<file path="src/rtl/fcs_pkg.sv">
package fcs_pkg;
    // bus geometry of the flash part
    localparam int ADDR_W = 22;
    localparam int DATA_W = 8;
    localparam int SECT_LSB = 16;

    // command data values
    localparam logic [7:0] CMD_UNLOCK1    = 8'haa;
    localparam logic [7:0] CMD_UNLOCK2    = 8'h55;
    localparam logic [7:0] CMD_RESET      = 8'hf0;
    localparam logic [7:0] CMD_PROGRAM    = 8'ha0;
    localparam logic [7:0] CMD_ERASE_SET  = 8'h80;
    localparam logic [7:0] CMD_CHIP_ERASE = 8'h10;
    localparam logic [7:0] CMD_SECT_ERASE = 8'h30;
    localparam logic [7:0] CMD_SUSPEND    = 8'hb0;
    localparam logic [7:0] CMD_RESUME     = 8'h30;
    localparam logic [7:0] CMD_AUTOSEL    = 8'h90;
    localparam logic [7:0] CMD_BYPASS     = 8'h20;
    localparam logic [7:0] CMD_BYP_EXIT   = 8'h00;

    // autoselect low-address offsets
    localparam logic [7:0] AS_MAKER   = 8'h00;
    localparam logic [7:0] AS_PART    = 8'h01;
    localparam logic [7:0] AS_PROTECT = 8'h02;

    // register byte addresses
    localparam logic [7:0] REG_CTRL   = 8'h00;
    localparam logic [7:0] REG_ADDR   = 8'h04;
    localparam logic [7:0] REG_DATA   = 8'h08;
    localparam logic [7:0] REG_STATUS = 8'h0c;
    localparam logic [7:0] REG_RDATA  = 8'h10;

    // ctrl fields
    localparam int CTRL_GO_LSB = 0;   // write 1 starts operation
    localparam int CTRL_OP_LSB = 4;   // 4-bit operation code
    localparam int CTRL_ACC    = 8;   // accelerate pin level

    // status fields
    localparam int ST_BUSY    = 0;
    localparam int ST_READY   = 1;
    localparam int ST_TIMEOUT = 2;
    localparam int ST_POLL    = 3;
    localparam int ST_TOGGLE  = 4;

    // timing: strobe phase width in ns and cycles at 25 MHz
    localparam int CLK_NS    = 40;
    localparam int STROBE_NS = 80;
    localparam int STROBE_CYC = (STROBE_NS + CLK_NS - 1) / CLK_NS;
    localparam int RD_LAT_CYC = 2;  // extra read pulse cycles so synchronised data settles

    // host operations
    typedef enum logic [3:0] {
        FCS_OP_READ    = 4'h0,
        FCS_OP_RESET   = 4'h1,
        FCS_OP_PROGRAM = 4'h2,
        FCS_OP_CHIP_ER = 4'h3,
        FCS_OP_SECT_ER = 4'h4,
        FCS_OP_SUSPEND = 4'h5,
        FCS_OP_RESUME  = 4'h6,
        FCS_OP_AUTOSEL = 4'h7,
        FCS_OP_BYPASS  = 4'h8,
        FCS_OP_BYP_PGM = 4'h9,
        FCS_OP_BYP_EXT = 4'ha,
        FCS_OP_RAW     = 4'hb
    } fcs_op_e;

    // one bus cycle on the flash pins
    typedef struct packed {
        logic              write;
        logic [ADDR_W-1:0] addr;
        logic [DATA_W-1:0] data;
    } fcs_cycle_s;

    // pin bundle toward flash
    typedef struct packed {
        logic              chip_select_n;
        logic              write_strobe_n;
        logic              output_enable_n;
        logic [ADDR_W-1:0] addr;
        logic [DATA_W-1:0] data_out;
        logic              data_oe;
    } fcs_pins_s;
endpackage

</file>
<file path="src/rtl/fcs_cycle.sv">
`timescale 1ns/1ns
// runs one write or read cycle on the flash pins
module fcs_cycle (
    // clock and reset
    input  wire logic                       clock,
    input  wire logic                       resetn,
    // request
    input  wire logic                       start,
    input  wire fcs_pkg::fcs_cycle_s        req,
    output logic                            done,
    output logic [fcs_pkg::DATA_W-1:0]      rdata,
    // pins
    output fcs_pkg::fcs_pins_s              pins,
    input  wire logic [fcs_pkg::DATA_W-1:0] data_sync
);
    import fcs_pkg::*;

    typedef enum logic [3:0] {
        FCS_C_IDLE  = 4'b0001,
        FCS_C_SETUP = 4'b0010,
        FCS_C_PULSE = 4'b0100,
        FCS_C_HOLD  = 4'b1000
    } fcs_cst_e;

    fcs_cst_e   state;
    logic [3:0] cnt;
    logic       wr;

    // strobe sequencing; address set while strobe high, data latched at its rise
    always_ff @(posedge clock or negedge resetn) begin
        if (!resetn) begin
            state <= FCS_C_IDLE;
            cnt   <= 4'h0;
            wr    <= 1'b0;
            done  <= 1'b0;
            rdata <= 8'h00;
            pins  <= '{chip_select_n: 1'b1, write_strobe_n: 1'b1, output_enable_n: 1'b1,
                       addr: '0, data_out: 8'h00, data_oe: 1'b0};
        end else begin
            done <= 1'b0;
            case (state)
                FCS_C_IDLE: begin
                    if (start) begin
                        wr            <= req.write;
                        pins.addr     <= req.addr;
                        pins.data_out <= req.data;
                        pins.data_oe  <= req.write;
                        pins.chip_select_n <= 1'b0;
                        // reads outlast the pin flop and both sync stages
                        cnt   <= req.write ? 4'(STROBE_CYC) : 4'(STROBE_CYC + RD_LAT_CYC);
                        state <= FCS_C_SETUP;
                    end
                end
                FCS_C_SETUP: begin
                    // address captured at the later falling edge: we (or oe) after cs
                    if (wr) begin
                        pins.write_strobe_n <= 1'b0;
                    end else begin
                        pins.output_enable_n <= 1'b0;
                    end
                    state <= FCS_C_PULSE;
                end
                FCS_C_PULSE: begin
                    if (cnt > 4'h1) begin
                        cnt <= cnt - 4'h1;
                    end else begin
                        // data captured at the earlier rising edge: we rises first
                        pins.write_strobe_n  <= 1'b1;
                        pins.output_enable_n <= 1'b1;
                        if (!wr) begin
                            rdata <= data_sync;
                        end
                        state <= FCS_C_HOLD;
                    end
                end
                FCS_C_HOLD: begin
                    pins.chip_select_n <= 1'b1;
                    pins.data_oe       <= 1'b0;
                    done  <= 1'b1;
                    state <= FCS_C_IDLE;
                end
                default: state <= FCS_C_IDLE;
            endcase
        end
    end
endmodule

</file>
<file path="src/rtl/fcs_host.sv">
`timescale 1ns/1ns
// Behaviour
// - single F0 write to any address is the reset command.
// - each unlocked command starts with AA then 55.
// - byte program is AA, 55, A0, then address and data.
// - erase is AA 55 80 AA 55 then 10 chip or 30 sector.
// - AA 55 90 enters autoselect until reset.
// - after timeout flag rises, only reset restores array read.
// - AA 55 20 enters bypass; then A0 plus one address/data write.
// - bypass accepts only bypass program and 90 then 00 exit.
module fcs_host (
    // clock and reset
    input  wire logic                       clock,
    input  wire logic                       resetn,
    // apb slave
    input  wire logic                       psel,
    input  wire logic                       penable,
    input  wire logic                       pwrite,
    input  wire logic [7:0]                 paddr,
    input  wire logic [31:0]                pwdata,
    output logic [31:0]                     prdata,
    output logic                            pready,
    output logic                            pslverr,
    // flash pins
    output fcs_pkg::fcs_pins_s              flash,
    output logic                            accelerate_pin,
    input  wire logic [fcs_pkg::DATA_W-1:0] flash_data_in,
    input  wire logic                       busy_flag_pin
);
    import fcs_pkg::*;

    typedef enum logic [3:0] {
        FCS_IDLE  = 4'b0001,
        FCS_ISSUE = 4'b0010,
        FCS_WAIT  = 4'b0100,
        FCS_NEXT  = 4'b1000
    } fcs_st_e;

    fcs_st_e           state;
    fcs_op_e           op;
    logic [ADDR_W-1:0] addr;
    logic [7:0]        wdata;
    logic [7:0]        rdata;
    logic [2:0]        step;
    logic              ready;
    logic              start;
    fcs_cycle_s        req;
    logic              cyc_done;
    logic [7:0]        cyc_rdata;
    fcs_pins_s         pins;
    logic [7:0]        data_s1;
    logic [7:0]        data_s2;
    logic [1:0]        busy_sync;
    logic [7:0]        last_poll;
    logic              toggled;

    // number of bus cycles in each sequence
    function automatic logic [2:0] seq_len(input fcs_op_e o);
        case (o)
            FCS_OP_PROGRAM: seq_len = 3'd4;
            FCS_OP_CHIP_ER: seq_len = 3'd6;
            FCS_OP_SECT_ER: seq_len = 3'd6;
            FCS_OP_AUTOSEL: seq_len = 3'd3;
            FCS_OP_BYPASS:  seq_len = 3'd3;
            FCS_OP_BYP_PGM: seq_len = 3'd2;
            FCS_OP_BYP_EXT: seq_len = 3'd2;
            default:        seq_len = 3'd1;
        endcase
    endfunction

    // unlock pair value for a cycle position
    function automatic logic [7:0] unlock_byte(input logic [2:0] s);
        unlock_byte = s[0] ? CMD_UNLOCK2 : CMD_UNLOCK1;
    endfunction

    // address and data of step s of the operation
    function automatic fcs_cycle_s seq_cycle(input fcs_op_e o, input logic [2:0] s,
                                             input logic [ADDR_W-1:0] a, input logic [7:0] d);
        fcs_cycle_s c;
        c = '{write: 1'b1, addr: '0, data: CMD_RESET};
        case (o)
            FCS_OP_READ: begin
                c.write = 1'b0;   // array read needs no command
                c.addr  = a;
            end
            FCS_OP_PROGRAM: begin
                if (s < 3'd2) c.data = unlock_byte(s);
                else if (s == 3'd2) c.data = CMD_PROGRAM;
                else begin
                    c.addr = a;
                    c.data = d;
                end
            end
            FCS_OP_CHIP_ER, FCS_OP_SECT_ER: begin
                if (s == 3'd2) c.data = CMD_ERASE_SET;
                else if (s < 3'd5) c.data = unlock_byte((s < 3'd2) ? s : s - 3'd3);   // second pair repeats AA 55
                else if (o == FCS_OP_CHIP_ER) c.data = CMD_CHIP_ERASE;
                else begin
                    c.addr = {a[ADDR_W-1:SECT_LSB], {SECT_LSB{1'b0}}};
                    c.data = CMD_SECT_ERASE;
                end
            end
            FCS_OP_AUTOSEL, FCS_OP_BYPASS: begin
                if (s < 3'd2) c.data = unlock_byte(s);
                else begin
                    c.addr = {a[ADDR_W-1], {(ADDR_W-1){1'b0}}};   // top bit half select
                    c.data = (o == FCS_OP_AUTOSEL) ? CMD_AUTOSEL : CMD_BYPASS;
                end
            end
            FCS_OP_BYP_PGM: begin
                if (s == 3'd0) c.data = CMD_PROGRAM;
                else begin
                    c.addr = a;
                    c.data = d;
                end
            end
            FCS_OP_BYP_EXT: c.data = (s == 3'd0) ? CMD_AUTOSEL : CMD_BYP_EXIT;
            FCS_OP_SUSPEND: c.data = CMD_SUSPEND;
            FCS_OP_RESUME:  c.data = CMD_RESUME;
            FCS_OP_RAW:     begin
                c.addr = a;   // arbitrary write, lets software probe recovery
                c.data = d;
            end
            default: c.data = CMD_RESET;
        endcase
        return c;
    endfunction

    // two-flop synchronisers for flash outputs
    always_ff @(posedge clock or negedge resetn) begin
        if (!resetn) begin
            data_s1   <= 8'h00;
            data_s2   <= 8'h00;
            busy_sync <= 2'b11;
        end else begin
            data_s1   <= flash_data_in;
            data_s2   <= data_s1;
            busy_sync <= {busy_sync[0], busy_flag_pin};
        end
    end

    assign req = seq_cycle(op, step, addr, wdata);

    fcs_cycle u_cycle (
        .clock     (clock),
        .resetn    (resetn),
        .start     (start),
        .req       (req),
        .done      (cyc_done),
        .rdata     (cyc_rdata),
        .pins      (pins),
        .data_sync (data_s2)
    );

    // register the pins so top outputs come from flops
    always_ff @(posedge clock or negedge resetn) begin
        if (!resetn) begin
            flash <= '{chip_select_n: 1'b1, write_strobe_n: 1'b1, output_enable_n: 1'b1,
                       addr: '0, data_out: 8'h00, data_oe: 1'b0};
        end else begin
            flash <= pins;
        end
    end

    // sequencer: walks the cycles of the chosen command
    always_ff @(posedge clock or negedge resetn) begin
        if (!resetn) begin
            state     <= FCS_IDLE;
            step      <= 3'd0;
            start     <= 1'b0;
            ready     <= 1'b1;
            rdata     <= 8'h00;
            last_poll <= 8'h00;
            toggled   <= 1'b0;
        end else begin
            start <= 1'b0;
            case (state)
                FCS_IDLE: begin
                    if (psel && penable && pwrite && paddr == REG_CTRL && pwdata[CTRL_GO_LSB]) begin
                        step  <= 3'd0;
                        ready <= 1'b0;
                        state <= FCS_ISSUE;
                    end
                end
                FCS_ISSUE: begin
                    start <= 1'b1;
                    state <= FCS_WAIT;
                end
                FCS_WAIT: begin
                    if (cyc_done) begin
                        if (!req.write) begin
                            // successive reads compare toggle bit of status
                            toggled   <= (cyc_rdata[6] != last_poll[6]);
                            last_poll <= cyc_rdata;
                            rdata     <= cyc_rdata;
                        end
                        state <= FCS_NEXT;
                    end
                end
                FCS_NEXT: begin
                    if (step + 3'd1 < seq_len(op)) begin
                        step  <= step + 3'd1;
                        state <= FCS_ISSUE;
                    end else begin
                        ready <= 1'b1;
                        state <= FCS_IDLE;
                    end
                end
                default: state <= FCS_IDLE;
            endcase
        end
    end

    // software-written operands; ctrl write ignored while a sequence runs
    always_ff @(posedge clock or negedge resetn) begin
        if (!resetn) begin
            op             <= FCS_OP_READ;
            addr           <= '0;
            wdata          <= 8'h00;
            accelerate_pin <= 1'b0;
        end else if (psel && penable && pwrite) begin
            case (paddr)
                REG_ADDR: addr  <= pwdata[ADDR_W-1:0];
                REG_DATA: wdata <= pwdata[7:0];
                REG_CTRL: begin
                    if (state == FCS_IDLE) begin
                        op             <= fcs_op_e'(pwdata[CTRL_OP_LSB +: 4]);
                        accelerate_pin <= pwdata[CTRL_ACC];
                    end
                end
                default: ;
            endcase
        end
    end

    // apb read path and zero-wait answer
    always_ff @(posedge clock or negedge resetn) begin
        if (!resetn) begin
            prdata  <= 32'h0000_0000;
            pready  <= 1'b0;
            pslverr <= 1'b0;
        end else begin
            pready  <= psel && !penable;
            pslverr <= 1'b0;
            prdata  <= 32'h0000_0000;
            if (psel && !penable && !pwrite) begin
                case (paddr)
                    REG_CTRL:   prdata <= {23'h0, accelerate_pin, op, 4'h0};
                    REG_ADDR:   prdata <= {{(32-ADDR_W){1'b0}}, addr};
                    REG_DATA:   prdata <= {24'h0, wdata};
                    // timeout bit means a reset command is needed
                    REG_STATUS: prdata <= {27'h0, toggled, rdata[7], rdata[5], ready, !busy_sync[1]};
                    REG_RDATA:  prdata <= {24'h0, rdata};
                    default:    pslverr <= 1'b1;
                endcase
            end else if (psel && !penable && !(paddr inside {REG_CTRL, REG_ADDR, REG_DATA})) begin
                pslverr <= 1'b1;
            end
        end
    end

    // a write strobe never overlaps output enable
    no_contention_a: assert property (@(posedge clock) disable iff (!resetn)
        !(flash.write_strobe_n == 1'b0 && flash.output_enable_n == 1'b0))
        else $error("strobe and output enable low together");

    // data driven throughout every write pulse
    data_driven_a: assert property (@(posedge clock) disable iff (!resetn)
        !flash.write_strobe_n |-> flash.data_oe && !flash.chip_select_n)
        else $error("write pulse without data drive");

    // first cycle of a program is the first unlock byte
    unlock_first_a: assert property (@(posedge clock) disable iff (!resetn)
        start && op == FCS_OP_PROGRAM && step == 3'd0 |-> req.data == CMD_UNLOCK1)
        else $error("program does not open with unlock");

    // program third cycle carries the program command
    program_cmd_a: assert property (@(posedge clock) disable iff (!resetn)
        start && op == FCS_OP_PROGRAM && step == 3'd2 |-> req.data == CMD_PROGRAM)
        else $error("program command byte wrong");

    // sector erase sixth cycle carries 30 at a sector-aligned address
    erase_last_a: assert property (@(posedge clock) disable iff (!resetn)
        start && op == FCS_OP_SECT_ER && step == 3'd5 |-> req.data == CMD_SECT_ERASE
            && req.addr[SECT_LSB-1:0] == '0)
        else $error("sector erase cycle wrong");

    // each sequence ends after its own length
    seq_length_a: assert property (@(posedge clock) disable iff (!resetn)
        state == FCS_NEXT && step + 3'd1 >= seq_len(op) |=> ready && state == FCS_IDLE)
        else $error("sequence length wrong");

    // bypass exit is 90 then 00
    bypass_exit_a: assert property (@(posedge clock) disable iff (!resetn)
        start && op == FCS_OP_BYP_EXT |-> req.data == (step == 3'd0 ? CMD_AUTOSEL : CMD_BYP_EXIT))
        else $error("bypass exit bytes wrong");

    // a started cycle completes with strobes back high
    cycle_ends_a: assert property (@(posedge clock) disable iff (!resetn)
        start |-> ##[3:12] cyc_done)
        else $error("bus cycle did not finish");
endmodule

</file>
<file path="config.mk">
export PLATFORM = sky130hd
export DESIGN_NAME = fcs_host
export DESIGN_NICKNAME = d
export VERILOG_FILES = /design/src/rtl/fcs_pkg.sv /design/src/rtl/fcs_cycle.sv /design/src/rtl/fcs_host.sv
export SDC_FILE = /design/constraint.sdc
export NUM_CORES = 1
export LEC_CHECK = 0
export BUFFER_PORTS_ARGS = -buffer_cell sky130_fd_sc_hd__buf_2
export CAP_MARGIN = 20
export CORE_ASPECT_RATIO = 1.1
export CORE_MARGIN = 8
export CORE_UTILIZATION = 40
export CTS_CLUSTER_DIAMETER = 60
export DETAILED_ROUTE_END_ITERATION = 16
export GPL_ROUTABILITY_DRIVEN = 0
export PLACE_DENSITY = 0.66
export SYNTH_ARGS = -nofsm -noshare
export SYNTH_HDL_FRONTEND = slang
export SYNTH_SLANG_ARGS = --single-unit
</file>
<file path="constraint.sdc">
create_clock -name clock -period 4.8 [get_ports clock]
set_input_delay 0.96 -clock clock [delete_from_list [all_inputs] [get_ports clock]]
set_output_delay 0.96 -clock clock [all_outputs]
set_load 0.01 [all_outputs]
</file>
**Word level (Yosys, flattened, before mapping)**

Cells that the tools add are included.

- $add $sub $neg: 3
- Magnitude comparators: 4
- Equality and inequality tests: 33
- Multiplexer cells: 56
- Bitwise operators: 2
- Reductions and logical operators: 38

Operator list:

| cell | count |
|---|---|
| 22-bit case mux with 5 select lines | 2 |
| 22-bit 2-to-1 mux | 8 |
| 8-bit 2-to-1 mux | 10 |
| 8-bit case mux with 8 select lines | 1 |
| 4-bit by 3-bit == test with 1-bit output (second input constant) | 6 |
| 4-bit == test (second input constant) | 6 |
| 4-bit 2-to-1 mux | 6 |
| 3-bit AND reduction | 8 |
| 4-bit by 2-bit == test with 1-bit output (second input constant) | 4 |
| 8-bit by 4-bit == test with 1-bit output (second input constant) | 2 |
| 4-bit case mux with 4 select lines | 1 |
| 1-bit 2-to-1 mux | 13 |
| 3-bit 2-to-1 mux | 4 |
| 2-bit inequality test (second input constant) | 6 |
| 3-bit case mux with 4 select lines | 1 |
| 4-bit case mux with 3 select lines | 1 |
| 2-bit AND reduction | 6 |
| 4-bit by 1-bit == test with 1-bit output (second input constant) | 2 |
| 8-bit by 3-bit == test with 1-bit output (second input constant) | 1 |
| 8-bit by 5-bit == test with 1-bit output (second input constant) | 1 |
| 8-bit zero test | 1 |
| 4-bit case mux with 2 select lines | 1 |
| 2-bit nonzero test | 4 |
| 2-bit OR reduction | 4 |
| 22 further kinds | 37 |

- Register bits after elaboration: 191
- Input bits: 54
- Output and inout bits: 69

**Logic depth before layout (Yosys ltp)**

- Depth after elaboration: 7
- Depth in mapped cells: 11
- Gate-level depth less buffers: 10

**By module**

From an unflattened synthesis, not the netlist that was laid out.

- Cell total of the unflattened synthesis: 653
- Area, all modules: 7604.8 um^2

Modules (own cells, without submodules):

| module | instances | cells each | area each (um^2) | seq. area each (um^2) |
|---|---|---|---|---|
| fcs_host | 1 | 453 | 5530.3 | 3236.9 |
| fcs_cycle | 1 | 200 | 2074.5 | 1306.3 |

**Worst setup path before layout**

No wires, ideal clock.

- Path kind: input to register
- Start: in paddr[1]
- End: reg addr[10]
- Data arrival time: 2410 ps
- Slack: 2265 ps
- Stages on the path: 5
- Buffers on the path: 1
- Path through: or4_4 > nor3_4 > nand4b_4 > buf_6 > mux2_4

- Word-level cells in the longest chain between the ends: 2

Ends and longest elaborated chain:

| what | line | source |
|---|---|---|
| start: declaration | fcs_host.sv:19 | `input wire logic [7:0] paddr,` |
| 8-bit by 3-bit == test with 1-bit output | fcs_host.sv:222 | `case (paddr)` |
| 2-bit AND reduction (no source line) | n/a |  |
| end signal: assignment | fcs_host.sv:223 | `REG_ADDR: addr <= pwdata[ADDR_W-1:0];` |
| end: declaration | fcs_host.sv:41 | `logic [ADDR_W-1:0] addr;` |

No other way between the ends.
A chain may end at the register's enable or synchronous reset.

**Worst setup path in the final report**

- Start: reg op[0]
- End: reg step[2]

- Word-level cells in the longest chain between the ends: 7
- Elaborated cells on any way between the ends: 15
- Those cells by class: order compare: 1; eq/ne: 8; mux: 2; reduce/logical: 4

Ends and longest elaborated chain:

| what | line | source |
|---|---|---|
| start: declaration | fcs_host.sv:40 | `fcs_op_e op;` |
| start signal: assignment | fcs_host.sv:227 | `op <= fcs_op_e'(pwdata[CTRL_OP_LSB +: 4]);` |
| 4-bit == test (tied with other cells) | fcs_host.sv:59 | `case (o)` |
| 2-bit OR reduction (no source line) | n/a |  |
| 3-bit case mux with 4 select lines (*) | fcs_host.sv:59 |  |
| 3-bit 2-to-1 mux (*) | fcs_host.sv:177 | `case (state)` |
| 3-bit < comparator (*) | fcs_host.sv:201 | `if (step + 3'd1 < seq_len(op)) begin` |
| 2-bit inequality test (no source line) (*) | n/a |  |
| 3-bit AND reduction (no source line) (*) | n/a |  |
| end signal: assignment | fcs_host.sv:202 | `step <= step + 3'd1;` |
| end: declaration | fcs_host.sv:44 | `logic [2:0] step;` |

Mark *: on every way between the ends. The rest lies on a longest branch, timed or not. The select of a mux whose other input is x is not followed.

==> results.txt <==
status - completed
cell count after synthesis - 587
syn_area_per_cell - 12.7 um2
Critical Path RT - 5.08 ns
Setup Viol. Count Final - 0
antenna violations before repair - 1
Die X-Extent - 146 um
Crit path max-delay family - simple AND/OR/NAND/NOR gates
vias per cell - 5.28
# rows - 52
synthesized flop and latch total - 181
post-cts resize count - 0
global-route wire length before repair - 26.7 mm
vias in the first global route - 5,182
M2 GR Usage - 23.1%
first-pass iteration count of the detailed router - 4
hold path depth - 0
switching part of the total - 21.9%
largest net degree at the start of global routing - 101
Die ar. - 23,200 um2
Post-synth EDFFs - 0
Slew @ Worst Pin - 0.894 ns
Buf/Inv on CP - 0
Port-buffer cells - 102
Iteration-0 DRC Markers - 342
TritonCTS Buffers - 17
dpl cell area - 8130 um2
Die Ht - 159 um
clk buf depth - 2
Worst setup SP type - flop
CP peak stage delay - 0.78 ns
GR peak layer - met2
Max Cap Violations - 0
Cell Area, Synth - 7440 um2
root buffer cell - clkbuf_16
Yosys cell types - 73
fin nets - 749
DRC - 0
Final period util - 58.7%
synth warn - 0
Flop pwr share - 51.0%
CORE AREA - 18,300 um2
Ports - 123
ANT nets after route - 0
CP Class - flop to flop
Final Critical Period - 2.82 ns
GRT Overall Usage - 14.2%
CP max FO - 21
Rel. slew slack - 40.4%
GR Util met1 - 17.0%
DR WL/cell - 17.1 um
Setup crit end kind - flop
setup_tns - 0 ns
share of layout cells above drive strength 1 - 30.2%
sequential-to-total area share from yosys stat - 61.0%
Congestion Overflow GR - 0
area grow syn2layout - 17.3%
Clk network pwr share - 45.8%
Max VDD drop - 0.237 mV
async set or reset register ratio after synthesis - 100%
Initial Util - 40.6%
Routed Wire Length - 16.1 mm
worst path arrival time - 3.10 ns
Sink Count - 181
Final Max Tran Viols - 0
# fillers - 1,632
CTS tree - yes
Int Pwr - 2.37 mW
Comb pwr share - 3.2%
H-tree Lvls - 4
Crit. path cell count - 9
Post-CTS Repair Setup Buffers - 0
RSZ-0062 raised after global routing - false
via count - 4,973
Final Instance Area - 8730 um2
prevailing post-synth register cell - dfrtp_1
CTS Hold Bufs - 0
worst path cell trace - nor2_1 > and3_1 > a21oi_1 > ha_1 > a21oi_1 > nand2_1 > nor3_1 > nand2_1 > mux2i_1
Worst Skew - 0.00962 ns
Worst-Skew Late Latency - 0.42 ns
DPL Wire Length - 11.4 mm
CP max stage cell - dfrtp_1
Net Switching - 664 uW
Final Hold Fails - 0
met3 usage - 4.58%
Hold Slack - 0.353 ns
Hold Path Class - flop to flop
R2R depth - 9
LEAKAGE - 4.45 nW
pwr/cell area - 348 nW/um2
Clk pin slew, worst setup/hold paths - 0.07 ns
Max Fclk - 355 MHz
==> cell usage in the layout (no fill, tap or decap), types with 16 or more instances in the layout <==
cell type / instances
a21oi_1: 17
a22o_1: 21
buf_2: 101
clkbuf_16: 17
dfrtp_1: 170
inv_1: 16
mux2_2: 32
mux2_4: 20
nand2_1: 37
nor2_1: 38
o21ai_0: 26
==> final cells by class <==
cell class                 count  area, um2  share of cell area (%)
inverter                      16       60.1                   0.688
multi-input combinational    364       2680                    30.7
antenna                        1       2.50                  0.0287
tap                          243        304                    3.48
clock inverter                12        141                    1.62
clock buffer                  19        453                    5.19
timing repair buffer         106        547                    6.26
sequential                   181       4540                    52.0
==> cell families (layout without fill, tap and decap cells) <==
kind of cell             Yosys count  count (layout)  synth area share, %
flip-flops                       181             181                 61.0
AO/OA/AOI/OAI                    120             120                 11.5
multiplexers                      62              62                 10.4
buffers and inverters             51             153                 3.41
XOR/XNOR                           4               4                0.471
other                              1              11               0.0504
AND/OR/NAND/NOR                  159             159                 11.6
adder cells (fa/ha/maj)            9               9                 1.51
==> synth_stat cells (all sizes together), types with 9 or more instances <==
| cell type | instances | area share (%) |
|---|---|---|
| a22o | 21 | 2.5 |
| dfstp | 11 | 3.9 |
| buf | 21 | 1.9 |
| nand3 | 10 | 0.74 |
| nand2 | 37 | 1.9 |
| nor3 | 16 | 1.3 |
| dfrtp | 170 | 57 |
| inv | 16 | 0.81 |
| and2 | 14 | 1.2 |
| mux2 | 52 | 8.9 |
| a21oi | 17 | 1.1 |
| mux2i | 9 | 1.2 |
| o21ai | 28 | 1.9 |
| clkbuf | 14 | 0.72 |
| nor2 | 39 | 2.0 |
| ha | 9 | 1.5 |
==> sequential cells by signal (all words and copies together), names as in the netlist, 2 cells and up <==
register / flops
addr: 22
busy_sync: 2
data_s1: 8
data_s2: 8
flash: 34
last_poll: 8
op: 4
prdata: 22
state: 4
step: 3
u_cycle.cnt: 4
u_cycle.pins: 34
u_cycle.rdata: 8
u_cycle.state: 4
wdata: 8
==> stage by stage <==
step | instances | power, mW | worst slack, ns | utilization (%)
global route | 941 | 3.16 | 1.68 | 47.6
finish | 942 | 3.04 | 1.98 | 47.6
floorplan | 596 | 1.62 | 2.26 | -
global placement | 910 | 1.67 | 1.66 | 44.3
CTS | 941 | 3.07 | 2.00 | 47.6
detailed placement | 910 | 1.68 | 1.62 | 44.3
==> metal layers <==
layer | vias up | part of all wire (%) | wire [um]
li1 | 2281 | - | -
met1 | 2485 | 43 | 6960
met2 | 171 | 48 | 7780
met3 | 34 | 6.1 | 989
met4 | 2 | 2.3 | 372
met5 | - | 0.062 | 10
==> power by group through the flow <==
stage / clock, mW / combinational [mW] / sequential, mW
2_1_floorplan: 0 / 0.0453 / 1.57
3_3_place_gp: 0 / 0.0960 / 1.58
3_5_place_dp: 0 / 0.0999 / 1.58
4_1_cts: 1.43 / 0.100 / 1.55
5_1_grt: 1.50 / 0.111 / 1.55
6_report: 1.39 / 0.0982 / 1.55
==> final timing paths <==
check	startpoint	to	slack, ns
worst max-delay path	op[0]	step[2]	1.98
worst min-delay path	data_s1[2]	data_s2[2]	0.35
worst max register to register	op[0]	step[2]	1.98
worst min register to register	data_s1[2]	data_s2[2]	0.35
max in group asynchronous	resetn	u_cycle.rdata[0]	3.15
min in group asynchronous	resetn	flash[26]	0.63
No activity file was read; power rests on OpenSTA's default activity.
